## config.mk

```make
export PLATFORM = sky130hd
export DESIGN_NAME = sfci_top
export DESIGN_NICKNAME = d
export VERILOG_FILES = /design/src/rtl/sfci_pattern.v /design/src/rtl/sfci_sync.v /design/src/rtl/sfci_top.v
export VERILOG_INCLUDE_DIRS = /design/src /design/src/common
export SDC_FILE = /design/constraint.sdc
export NUM_CORES = 1
export LEC_CHECK = 0
export BUFFER_PORTS_ARGS = -buffer_cell sky130_fd_sc_hd__buf_4
export CAP_MARGIN = 20
export CORE_ASPECT_RATIO = 0.6
export CORE_MARGIN = 4
export CORE_UTILIZATION = 30
export CTS_CLUSTER_SIZE = 8
export DETAILED_ROUTE_END_ITERATION = 10
export HOLD_SLACK_MARGIN = 0.06
export PLACE_DENSITY = 0.58
export SLEW_MARGIN = 20
export SYNTH_ARGS = -nofsm -noshare
export SYNTH_HDL_FRONTEND = slang
export SYNTH_HIERARCHICAL = 1
export SYNTH_SLANG_ARGS = --single-unit
export TNS_END_PERCENT = 100
```

## constraint.sdc

```tcl
create_clock -name clk -period 5.5 [get_ports clk]
set_input_delay 0 -clock clk [delete_from_list [all_inputs] [get_ports clk]]
set_output_delay 0 -clock clk [all_outputs]
set_load 0.005 [all_outputs]
```

## src/common/sfci_regs.vh

```
// Register map, field layout and timing constants of the status indicator block
`ifndef SFCI_REGS_VH
`define SFCI_REGS_VH
`define SFCI_CLK_HZ 40000000
`define SFCI_CHECK_RATE_HZ 100
`define SFCI_CHECK_CYC (`SFCI_CLK_HZ / `SFCI_CHECK_RATE_HZ)
`define SFCI_POWERUP_MS 500
`define SFCI_POWERUP_CYC (`SFCI_CLK_HZ / 1000 * `SFCI_POWERUP_MS)
`define SFCI_SLOW_HALF_MS 500
`define SFCI_SLOW_HALF_CYC (`SFCI_CLK_HZ / 1000 * `SFCI_SLOW_HALF_MS)
`define SFCI_FAST_HALF_MS 100
`define SFCI_FAST_HALF_CYC (`SFCI_CLK_HZ / 1000 * `SFCI_FAST_HALF_MS)
`define SFCI_PAUSE_MS 2000
`define SFCI_PAUSE_CYC (`SFCI_CLK_HZ / 1000 * `SFCI_PAUSE_MS)
`define SFCI_SLEEP_PERIOD_MS 3500
`define SFCI_SLEEP_PERIOD_CYC (`SFCI_CLK_HZ / 1000 * `SFCI_SLEEP_PERIOD_MS)
`define SFCI_SLEEP_ON_MS 200
`define SFCI_SLEEP_ON_CYC (`SFCI_CLK_HZ / 1000 * `SFCI_SLEEP_ON_MS)
`define SFCI_BRAKE_MS 2000
`define SFCI_BRAKE_CYC (`SFCI_CLK_HZ / 1000 * `SFCI_BRAKE_MS)
`define SFCI_CTRL_OFF 12'h000
`define SFCI_STAT_OFF 12'h004
`define SFCI_TRIP_OFF 12'h008
`define SFCI_CTRL_RST 32'h0000_0000
`define SFCI_CTRL_CODED_BIT 0
`define SFCI_CTRL_SLEEP_BIT 1
`define SFCI_STAT_DRIVE_BIT 0
`define SFCI_STAT_TRIP_BIT 1
`define SFCI_STAT_HELD_BIT 2
`define SFCI_STAT_SLEEP_BIT 3
`define SFCI_STAT_READY_BIT 4
`define SFCI_STAT_BRAKE_BIT 5
`define SFCI_STAT_LAMP_BIT 6
`define SFCI_STAT_CODE_LSB 8
`define SFCI_TRIP_CODE_LSB 0
`define SFCI_TRIP_SET_BIT 8
`define SFCI_CODE_LOWBAT 4'h1
`define SFCI_CODE_MOTOR 4'h2
`define SFCI_CODE_SHORT 4'h3
`define SFCI_CODE_INHIBIT 4'h6
`define SFCI_CODE_THROTTLE 4'h7
`define SFCI_CODE_INTERNAL 4'h8
`define SFCI_CODE_BRAKE 4'h9
`define SFCI_CODE_OVERVOLT 4'ha
`endif

```

## src/rtl/sfci_pattern.v

```verilog
// Lamp pattern generator: steady, slow, coded, sleep blink, rapid
`timescale 1ns/1ps
`include "sfci_regs.vh"
module sfci_pattern #(
  parameter SLOW_HALF = `SFCI_SLOW_HALF_CYC,
  parameter FAST_HALF = `SFCI_FAST_HALF_CYC,
  parameter PAUSE = `SFCI_PAUSE_CYC,
  parameter SLEEP_PERIOD = `SFCI_SLEEP_PERIOD_CYC,
  parameter SLEEP_ON = `SFCI_SLEEP_ON_CYC
) (
  input wire clk,
  input wire nrst,
  input wire [2:0] mode,
  input wire [3:0] code,
  output reg lamp_q
);
  localparam M_OFF = 3'd0;
  localparam M_STEADY = 3'd1;
  localparam M_SLOW = 3'd2;
  localparam M_CODED = 3'd3;
  localparam M_RAPID = 3'd4;
  localparam M_SLEEP = 3'd5;
  reg [31:0] tmr_q;
  reg [3:0] cnt_q;
  reg ph_q;
  reg [2:0] mode_q;
  always @(posedge clk or negedge nrst) begin
    if (!nrst) begin
      tmr_q <= 32'h0000_0000;
      cnt_q <= 4'h0;
      ph_q <= 1'b0;
      mode_q <= 3'd0;
      lamp_q <= 1'b0;
    end else begin
      mode_q <= mode;
      if (mode != mode_q) begin
        // Restart so a new pattern opens with a full first flash
        tmr_q <= 32'h0000_0000;
        cnt_q <= 4'h0;
        ph_q <= 1'b1;
        lamp_q <= (mode != M_OFF) && (mode != M_SLEEP);
      end else begin
        tmr_q <= tmr_q + 32'h0000_0001;
        case (mode)
          M_STEADY: begin
            lamp_q <= 1'b1;
          end
          M_SLOW: begin
            if (tmr_q >= SLOW_HALF - 1) begin
              tmr_q <= 32'h0000_0000;
              ph_q <= ~ph_q;
            end
            lamp_q <= ph_q;
          end
          M_RAPID: begin
            if (tmr_q >= FAST_HALF - 1) begin
              tmr_q <= 32'h0000_0000;
              ph_q <= ~ph_q;
            end
            lamp_q <= ph_q;
          end
          M_CODED: begin
            // code flashes, then one long pause
            if (cnt_q >= code) begin
              lamp_q <= 1'b0;
              if (tmr_q >= PAUSE - 1) begin
                tmr_q <= 32'h0000_0000;
                cnt_q <= 4'h0;
                ph_q <= 1'b1;
              end
            end else begin
              lamp_q <= ph_q;
              if (tmr_q >= SLOW_HALF - 1) begin
                tmr_q <= 32'h0000_0000;
                ph_q <= ~ph_q;
                if (!ph_q) begin
                  cnt_q <= cnt_q + 4'h1;
                end
              end
            end
          end
          M_SLEEP: begin
            if (tmr_q >= SLEEP_PERIOD - 1) begin
              tmr_q <= 32'h0000_0000;
            end
            lamp_q <= (tmr_q < SLEEP_ON);
          end
          default: begin
            lamp_q <= 1'b0;
          end
        endcase
      end
    end
  end
endmodule // sfci_pattern

```

## src/rtl/sfci_sync.v

```verilog
// Three-stage synchroniser with agreement filter for pin inputs
`timescale 1ns/1ps
module sfci_sync #(
  parameter W = 1
) (
  input wire clk,
  input wire nrst,
  input wire [W-1:0] pin_in,
  output reg [W-1:0] level_q
);
  reg [W-1:0] s1_q;
  reg [W-1:0] s2_q;
  reg [W-1:0] s3_q;
  genvar i;
  always @(posedge clk or negedge nrst) begin
    if (!nrst) begin
      s1_q <= {W{1'b0}};
      s2_q <= {W{1'b0}};
      s3_q <= {W{1'b0}};
    end else begin
      s1_q <= pin_in;
      s2_q <= s1_q;
      s3_q <= s2_q;
    end
  end
  generate
    for (i = 0; i < W; i = i + 1) begin : g_bit
      // Only accept a change once two later stages agree
      always @(posedge clk or negedge nrst) begin
        if (!nrst) begin
          level_q[i] <= 1'b0;
        end else if (s2_q[i] == s3_q[i]) begin
          level_q[i] <= s3_q[i];
        end
      end
    end
  endgenerate
endmodule // sfci_sync

```

## src/rtl/sfci_top.v

```verilog
// Status flash-code indicator with drive inhibit and APB register access
// Overview of operation
// - Safety check pulse repeats at most 100 times per second.
// - Throttle held at power-on stops motor and shows seven-flash code.
// - Throttle seen in first half second blocks drive until power cycle.
// - After check interval, healthy unit shows steady or slow flash.
// - Throttle back at rest engages parking brake within seconds, both directions.
// - No fault and good battery keeps lamp steadily lit.
// - Below either low-battery threshold: slow continuous flash, drive allowed.
// - Coded trip setting repeats N slow flashes then pause.
// - Any trip blocks drive until power is cycled.
// - Uncoded trip flashes rapidly and continuously.
// - Sleep blinks briefly every 3.5 s, left only by power cycle.
// - Bar gauge shows red-yellow-green, red-yellow or red by charge.
// - Codes 1-3: low battery, motor connection, motor short.
// - Codes 4-5 unused, 6 drive inhibit, 7 throttle fault.
// - Code 8 internal fault, 9 brake connection, 10 overvoltage.
`timescale 1ns/1ps
`include "sfci_regs.vh"
module sfci_top #(
  parameter POWERUP_CYC = `SFCI_POWERUP_CYC,
  parameter CHECK_CYC = `SFCI_CHECK_CYC,
  parameter BRAKE_CYC = `SFCI_BRAKE_CYC,
  parameter SLOW_HALF = `SFCI_SLOW_HALF_CYC,
  parameter FAST_HALF = `SFCI_FAST_HALF_CYC,
  parameter PAUSE = `SFCI_PAUSE_CYC,
  parameter SLEEP_PERIOD = `SFCI_SLEEP_PERIOD_CYC,
  parameter SLEEP_ON = `SFCI_SLEEP_ON_CYC
) (
  input wire clk,
  input wire nrst,
  input wire psel,
  input wire penable,
  input wire pwrite,
  input wire [11:0] paddr,
  input wire [31:0] pwdata,
  output wire pready,
  output reg [31:0] prdata,
  output wire pslverr,
  input wire throttle_active,
  input wire fault_low_batt_conn,
  input wire fault_motor_conn,
  input wire fault_motor_short,
  input wire fault_inhibit,
  input wire fault_throttle,
  input wire fault_internal,
  input wire fault_brake_conn,
  input wire fault_overvolt,
  input wire batt_low1,
  input wire batt_low2,
  input wire [1:0] charge_level,
  output reg drive_enable_q,
  output reg brake_engage_q,
  output reg check_tick_q,
  output wire lamp,
  output reg [2:0] bar_gauge_display_q
);
  localparam ST_CHECK = 2'd0;
  localparam ST_RUN = 2'd1;
  localparam ST_TRIP = 2'd2;
  localparam ST_SLEEP = 2'd3;
  localparam M_OFF = 3'd0;
  localparam M_STEADY = 3'd1;
  localparam M_SLOW = 3'd2;
  localparam M_CODED = 3'd3;
  localparam M_RAPID = 3'd4;
  localparam M_SLEEP = 3'd5;
  localparam NIN = 13;

  wire [NIN-1:0] pins_s;
  sfci_sync #(.W(NIN)) u_sync (
    .clk(clk),
    .nrst(nrst),
    .pin_in({charge_level, batt_low2, batt_low1, fault_overvolt, fault_brake_conn,
      fault_internal, fault_throttle, fault_inhibit, fault_motor_short,
      fault_motor_conn, fault_low_batt_conn, throttle_active}),
    .level_q(pins_s)
  );
  wire thr_s = pins_s[0];
  wire [7:0] flt_s = pins_s[8:1];
  wire low_s = pins_s[9] | pins_s[10];
  wire [1:0] chg_s = pins_s[12:11];

  reg [1:0] st_q;
  reg [31:0] tmr_q;
  reg [31:0] chk_q;
  reg [31:0] brk_q;
  reg [3:0] code_q;
  reg held_q;
  reg [31:0] ctrl_q;
  reg sw_sleep_q;

  // Priority encoder of live faults into the numbered trip codes
  reg [3:0] fcode;
  always @* begin
    fcode = 4'h0;
    if (flt_s[7]) fcode = `SFCI_CODE_OVERVOLT;
    if (flt_s[6]) fcode = `SFCI_CODE_BRAKE;
    if (flt_s[5]) fcode = `SFCI_CODE_INTERNAL;
    if (flt_s[4]) fcode = `SFCI_CODE_THROTTLE;
    if (flt_s[3]) fcode = `SFCI_CODE_INHIBIT;
    if (flt_s[2]) fcode = `SFCI_CODE_SHORT;
    if (flt_s[1]) fcode = `SFCI_CODE_MOTOR;
    if (flt_s[0]) fcode = `SFCI_CODE_LOWBAT;
  end

  // Safety checks run on a fixed tick, never faster than the rate ceiling
  always @(posedge clk or negedge nrst) begin
    if (!nrst) begin
      chk_q <= 32'h0000_0000;
      check_tick_q <= 1'b0;
    end else if (chk_q >= CHECK_CYC - 1) begin
      chk_q <= 32'h0000_0000;
      check_tick_q <= 1'b1;
    end else begin
      chk_q <= chk_q + 32'h0000_0001;
      check_tick_q <= 1'b0;
    end
  end

  always @(posedge clk or negedge nrst) begin
    if (!nrst) begin
      st_q <= ST_CHECK;
      tmr_q <= 32'h0000_0000;
      code_q <= 4'h0;
      held_q <= 1'b0;
      sw_sleep_q <= 1'b0;
    end else begin
      case (st_q)
        ST_CHECK: begin
          tmr_q <= tmr_q + 32'h0000_0001;
          if (thr_s) begin
            held_q <= 1'b1;
          end
          if (tmr_q >= POWERUP_CYC - 1) begin
            if (held_q || thr_s) begin
              st_q <= ST_TRIP;
              code_q <= `SFCI_CODE_THROTTLE;
            end else if (fcode != 4'h0) begin
              st_q <= ST_TRIP;
              code_q <= fcode;
            end else begin
              st_q <= ST_RUN;
            end
          end
        end
        ST_RUN: begin
          if (check_tick_q && fcode != 4'h0) begin
            st_q <= ST_TRIP;
            code_q <= fcode;
          end else if (sw_sleep_q) begin
            st_q <= ST_SLEEP;
          end
        end
        // Trip and sleep are left only through reset, i.e. power cycle
        ST_TRIP: begin
          st_q <= ST_TRIP;
        end
        ST_SLEEP: begin
          st_q <= ST_SLEEP;
        end
        default: begin
          st_q <= ST_TRIP;
          code_q <= `SFCI_CODE_INTERNAL;
        end
      endcase
      if (psel && penable && pwrite && paddr == `SFCI_CTRL_OFF
          && pwdata[`SFCI_CTRL_SLEEP_BIT]) begin
        sw_sleep_q <= 1'b1;
      end
    end
  end

  // Drive and parking brake
  always @(posedge clk or negedge nrst) begin
    if (!nrst) begin
      drive_enable_q <= 1'b0;
      brake_engage_q <= 1'b1;
      brk_q <= 32'h0000_0000;
    end else begin
      drive_enable_q <= (st_q == ST_RUN) && thr_s;
      if (st_q != ST_RUN || thr_s) begin
        brk_q <= 32'h0000_0000;
        brake_engage_q <= (st_q != ST_RUN);
      end else if (brk_q >= BRAKE_CYC - 1) begin
        brake_engage_q <= 1'b1;
      end else begin
        brk_q <= brk_q + 32'h0000_0001;
      end
    end
  end

  // Pattern selection
  reg [2:0] mode;
  always @* begin
    case (st_q)
      ST_CHECK: mode = M_STEADY;
      ST_RUN: mode = low_s ? M_SLOW : M_STEADY;
      ST_TRIP: mode = ctrl_q[`SFCI_CTRL_CODED_BIT] ? M_CODED : M_RAPID;
      ST_SLEEP: mode = M_SLEEP;
      default: mode = M_OFF;
    endcase
  end

  sfci_pattern #(
    .SLOW_HALF(SLOW_HALF),
    .FAST_HALF(FAST_HALF),
    .PAUSE(PAUSE),
    .SLEEP_PERIOD(SLEEP_PERIOD),
    .SLEEP_ON(SLEEP_ON)
  ) u_pat (
    .clk(clk),
    .nrst(nrst),
    .mode(mode),
    .code(code_q),
    .lamp_q(lamp)
  );

  // Bar gauge: {green, yellow, red}; flashing modes drive the red bar only
  always @(posedge clk or negedge nrst) begin
    if (!nrst) begin
      bar_gauge_display_q <= 3'b000;
    end else if (mode == M_STEADY && st_q == ST_RUN) begin
      case (chg_s)
        2'd2, 2'd3: bar_gauge_display_q <= 3'b111;
        2'd1: bar_gauge_display_q <= 3'b011;
        default: bar_gauge_display_q <= 3'b001;
      endcase
    end else begin
      bar_gauge_display_q <= {2'b00, lamp};
    end
  end

  // APB slave, zero wait states
  assign pready = 1'b1;
  wire wr = psel && penable && pwrite;
  wire hit = (paddr == `SFCI_CTRL_OFF) || (paddr == `SFCI_STAT_OFF)
    || (paddr == `SFCI_TRIP_OFF);
  assign pslverr = psel && penable && !hit;
  always @(posedge clk or negedge nrst) begin
    if (!nrst) begin
      ctrl_q <= `SFCI_CTRL_RST;
    end else if (wr && paddr == `SFCI_CTRL_OFF) begin
      ctrl_q <= {30'h0, pwdata[1:0]};
    end
  end
  always @* begin
    case (paddr)
      `SFCI_CTRL_OFF: prdata = ctrl_q;
      `SFCI_STAT_OFF: prdata = {20'h0, code_q, 1'b0, lamp, brake_engage_q,
        st_q == ST_RUN, st_q == ST_SLEEP, held_q, st_q == ST_TRIP, drive_enable_q};
      `SFCI_TRIP_OFF: prdata = {23'h0, st_q == ST_TRIP, 4'h0, code_q};
      default: prdata = 32'h0000_0000;
    endcase
  end
endmodule // sfci_top

```

[Word-level counts from Yosys, hierarchy flattened]
Index checks and enable logic that the tools add are counted.
Storage, ports and cells
  register bits after elaboration: 205
  bits of input ports: 62
  output and inout port bits: 41
  logic and storage cells: 170
Cells by class
  add/subtract/negate cells: 5
  order comparisons: 9
  equal/unequal tests: 38
  mux-type cells: 53
  bitwise logic cells: 2
  reductions and logical operators: 30
Operators with widths (count)
  32-bit 2-to-1 mux: 9
  32-bit by 1-bit adder with 32-bit output, second input constant: 4
  32-bit case mux with 4 select lines: 1
  4-bit 2-to-1 mux: 18
  32-bit by 25-bit >= comparator with 1-bit output, second input constant: 2
  32-bit by 27-bit >= comparator with 1-bit output, second input constant: 2
  12-bit case mux with 3 select lines: 1
  32-bit by 19-bit >= comparator with 1-bit output, second input constant: 1
  32-bit by 22-bit >= comparator with 1-bit output, second input constant: 1
  32-bit by 28-bit >= comparator with 1-bit output, second input constant: 1
  32-bit by 23-bit < comparator with 1-bit output, second input constant: 1
  1-bit equality test: 13
  12-bit by 3-bit equality test with 1-bit output, second input constant: 1
  12-bit by 4-bit equality test with 1-bit output, second input constant: 1
  12-bit logical NOT: 1
  2-bit 2-to-1 mux: 6
  3-bit inequality test, second input constant: 4
  3-bit case mux with 4 select lines: 1
  1-bit 2-to-1 mux: 10
  1-bit logical AND: 9
  2-bit equality test, second input constant: 4
  2-bit case mux with 4 select lines: 1
  4-bit case mux with 2 select lines: 1
  4-bit AND reduction: 2
  other kinds (27): 42

[Depth between registers and ports, before layout]
  depth in word-level cells: 13
  gate-level depth with buffers: 12
  depth with buffers taken out: 10

[By module]
The synthesis kept the hierarchy.
By module, submodules not included
  sfci_top: instances 1, cells each 561, area an instance 5490.3 sq um, sequential area each 2803.9 sq um
  sfci_pattern: instances 1, cells each 301, area an instance 2877.8 sq um, sequential area each 1026.0 sq um
  sfci_sync: instances 1, cells each 65, area an instance 1447.6 sq um, sequential area each 1301.2 sq um

[Least setup slack after synthesis]
OpenSTA, ideal clock, no wires.
  kind: reg-to-reg
  from: reg u_pat.cnt_q[0]
  to: reg u_pat.tmr_q[21]
  library setup time: 142 ps
  arrival time: 2351 ps
  data required time: 5358 ps
  setup slack: 3007 ps
  cell stages (with the launch flop): 10
  path buffers: 1
  clock period less this slack: 2493 ps
  cell sequence: dfrtp_1 > inv_1 > ha_1 > nand2b_1 > a2111oi_0 > or2_2 > o41ai_2 > a211oi_4 > buf_6 > nor3_2
On the way
  word-level cells in the longest chain between the ends: 4
RTL lines
  start: declaration: line sfci_pattern.v:24  | reg [3:0] cnt_q;
  start signal: assignment: line sfci_pattern.v:77  | cnt_q <= cnt_q + 4'h1;
  4-bit >= comparator: line sfci_pattern.v:64  | if (cnt_q >= code) begin
  32-bit 2-to-1 mux: line sfci_pattern.v:64
  32-bit case mux with 4 select lines: line sfci_pattern.v:44  | case (mode)
  32-bit 2-to-1 mux: line sfci_pattern.v:36  | if (mode != mode_q) begin
  end signal: assignment: line sfci_pattern.v:43  | tmr_q <= tmr_q + 32'h0000_0001;
  end: declaration: line sfci_pattern.v:23  | reg [31:0] tmr_q;
Every way passes these cells.
A chain may end at the register's enable or synchronous reset.

[Worst setup path in the final report]
  from: reg st_q[0]
  to: reg u_pat.tmr_q[31]
On the way
  word-level cells in the longest chain between the ends: 5
  elaborated cells on any way between the ends: 12
  those cells by class: 8 x eq/ne; 3 x mux; 1 x reduce/logical
RTL lines
  start: declaration: line sfci_top.v:84  | reg [1:0] st_q;
  start signal: assignment: line sfci_top.v:123  | st_q <= ST_CHECK;
  start signal: assignment: line sfci_top.v:137  | st_q <= ST_TRIP;
  start signal: assignment: line sfci_top.v:140  | st_q <= ST_TRIP;
  2-bit equality test (tied with other cells): line sfci_top.v:196  | case (st_q)
  3-bit case mux with 4 select lines (*): line sfci_top.v:196
  named net mode[1]: line sfci_top.v:194  | reg [2:0] mode;
  3-bit equality test / 3-bit by 2-bit equality test with 1-bit output (equally long branches): line sfci_pattern.v:44
  32-bit case mux with 4 select lines: line sfci_pattern.v:44
  32-bit 2-to-1 mux (*): line sfci_pattern.v:36
Mark *: on every way through the listed nets, which the timed path passes. The rest lies on a longest branch.

==> impl_metrics.tcl <==
set metrics [dict create \
    drtIter0Drc 569 \
    final_core_util 0.3640 \
    finalCritPeriodShare 0.6037 \
    synth_edf_count 0 \
    htreeDepth 1 \
    cts_tree "built" \
    cts_made_buffers 29 \
    slowest_stage "o41ai_2" \
    avgSynthCellArea_um2 10.59 \
    cellLeakagePower_nw 4.890 \
    synth-seq-cells 205 \
    ant_nets 0 \
    clk_pin_slew_ns 0.05 \
    track_usage 0.1177 \
    status "finished, final reports clean" \
    place_congestion 0.8007 \
    diodes 0 \
    area_delta_synth_final_pct 17.62 \
    crit_required_ns 5.94 \
    dieArea_um2 35770 \
    wl_per_cell_um 14.72 \
    rsz0062_at_grt "false" \
    combPwrFrac 0.027 \
    clkSinkCount 205 \
    route.vias.total 6694 \
    crit_path_frequent_cell "nand2_1" \
    critPathArrivalTime_ns 3.76 \
    peakVddDrop_mv 0.1957 \
    final-setup-viol-count 0 \
    slew-limit-headroom 0.3558 \
    fin_skew_ns 0.02077 \
    hold_viol_final 0 \
    postSynthCellCount 927 \
    setup-tns-final_ns 0 \
    post_cts_buffers 0 \
    powerDensity_nw_per_um2 278.6 \
    switching_share 0.2136 \
    num_rows 50 \
    slowest_delay_ns 0.54 \
    maxCapViolations 0 \
    overflow 0 \
    nets 1076 \
    yosys-top-cells-area "dfrtp_1 (52%), xnor2_1 (6.3%), nor2_1 (4.2%)" \
    die_x_um 241.5 \
    synth_top_area_cell "dfrtp_1" \
    intPower_mw 2.530 \
    yosys_warnings 6 \
    fillCellCount 3075 \
    worstHoldPathType "primary input to flip-flop" \
    crit_chain "inv_1 > nor2_1 > o21ai_0 > nand2_1 > nor2b_1 > nand2_1 > o41ai_2 > a211oi_4 > buf_4 > nor3_1" \
    drt_wl_total_um 21060 \
    antenna_found_initial 0 \
    start_util 0.3095 \
    via_per_inst 4.678 \
    grt_pass1_wl_um 34980 \
    hpwl_um 14500 \
    synth-main-ff-cell "dfrtp_1" \
    grt_max_degree 141 \
    seq_power_share 0.485 \
    clk_latency_ns 0.55 \
    setup.worst_path.class "flip-flop to flip-flop" \
    netSwitchingPower_uw 687.1 \
    worst_pin_slew_ns 0.9663 \
    period_minus_slack_ns 3.320 \
    synth_area_um2 9816 \
    synth_top_area_frac 0.5201 \
    drive_gt1_frac 0.1616 \
    slew_violations 0 \
    yosys.cell_types.count 83 \
    synth_async_sr_flop_share 1.000 \
    grt_pass1_vias 6414 \
    cp_max_fo 32 \
    crit_path_start_kind "flip-flop" \
    fmax_mhz 301.2 \
    drc 0 \
    clkPwrFrac 0.488 \
    drt_first_pass_iters 5 \
    portBuffers 50 \
    endpoint_kind "flip-flop" \
    top_level_ports 103 \
    clockBufferDepth 3 \
    yosysSeqAreaShare 0.5228 \
    root_buffer "clkbuf_16" \
    coreArea_um2 31720 \
    die_h_um 148.1 \
]
-- per-stage QoR --
step	power [mW]	instances	instance area, um2	hold slack, ns	setup WS, ns
finish	3.217	1431	11540	0.1117	2.180
CTS	3.279	1431	11540	0.07593	2.284
detailed placement	1.660	1368	10520	0.03666	2.312
global route	3.358	1431	11540	0.08767	1.973
global placement	1.659	1368	10510	0.04017	2.359
floorplan	1.611	960	9940	-0.2956	3.007
-- critical path, delay by kind of cell (launching register included) --
| family | cells | cell delay [ns] |
|---|---|---|
| simple gates | 5 | 1.41 |
| compound gates | 3 | 0.86 |
| flops | 1 | 0.49 |
| buf+inv | 2 | 0.41 |
-- registers in the layout, indices dropped and copies added, names as in the netlist, 3 cells and up --
name	cells
brk_q	32
u_sync/s2_q	13
chk_q	32
u_pat/tmr_q	32
u_pat/cnt_q	4
bar_gauge_display_q	3
u_sync/level_q	13
code_q	4
u_pat/mode_q	3
u_sync/s1_q	13
u_sync/s3_q	13
tmr_q	32
-- power by group through the flow --
stage / Clock, mW / Sequential, mW / Combinational (mW)
after floorplan: 0 / 1.58 / 0.0328
after global placement: 0 / 1.58 / 0.0742
after detailed placement: 0 / 1.59 / 0.0748
after CTS: 1.63 / 1.56 / 0.0894
after global routing: 1.69 / 1.56 / 0.100
final: 1.57 / 1.56 / 0.0860
-- metal layers --
layer,wire length (um),GRT usage,vias up
li1,-,-,3344
met1,11420,0.1889,3201
met2,8291,0.1577,119
met3,905,0.02486,30
met4,447,0.03044,0
met5,0,0,-
-- cell usage in the layout (no fill, tap or decap), drive strengths merged, types with 9 or more instances in the layout --
cell type,instances
nor4,20
or3,13
nand4,21
nor3,55
maj3,13
and2,14
a21oi,19
conb,35
nand2,60
buf,53
nor2,112
and3,16
inv,27
dlygate4sd3,21
xor2,26
o21ai,19
ha,9
dfrtp,204
xnor2,71
nand3,46
clkbuf,40
or4,10
-- logic make-up after synthesis --
| kind of cell | count (synthesis) | synth area share |
|---|---|---|
| other | 2 | 0.0007651 |
| and+or+nand+nor | 407 | 0.2303 |
| DFF | 205 | 0.5228 |
| xor gates and xnor gates | 97 | 0.08655 |
| adders and majority gates | 22 | 0.02639 |
| buffers and inverters | 87 | 0.04742 |
| muxes | 11 | 0.01211 |
| AOI/OAI and AO/OA | 96 | 0.07368 |
-- worst paths after layout --
| kind | start | end | slack (ns) | cells after the start |
|---|---|---|---|---|
| max | st_q[0] | u_pat/tmr_q[31] | 2.18 | 10 |
| min | fault_throttle | u_sync/s1_q[5] | 0.11 | 2 |
| max reg2reg | st_q[0] | u_pat/tmr_q[31] | 2.18 | 10 |
| min reg2reg | u_sync/s1_q[9] | u_sync/s2_q[9] | 0.35 | 0 |
| max in group asynchronous | nrst | u_pat/lamp_q | 4.07 | 4 |
| min in group asynchronous | nrst | chk_q[15] | 0.43 | 3 |
-- cells in the mapped netlist, types with 9 or more instances --
library cell	instances
nor3_1	28
xor2_1	26
nor2_1	110
buf_2	9
inv_1	26
nor4_1	18
and2_1	14
clkbuf_1	22
nor3_2	27
xnor2_1	71
nand4_1	20
and3_1	15
or3_1	12
dfrtp_1	204
nand3_1	46
a21oi_1	19
maj3_2	13
o21ai_0	18
buf_4	23
ha_1	9
nand2_1	60
-- cell type report --
cell class              instances  area, um2  share of cell area
flip-flops and latches        205       5131              0.4445
well taps                     416      520.5             0.04509
multi-input cells             668       4353              0.3770
clock inverters                 2      25.02            0.002168
inverters                      26      97.59            0.008453
clock buffers                  39      763.2             0.06611
repair buffers                 75      654.4             0.05668
-- timing repair --
action	CTS	global route
hold endpoints to repair	81	0
resized for setup	0	0
hold buffers	22	0
No activity file was read; power rests on OpenSTA's default activity.
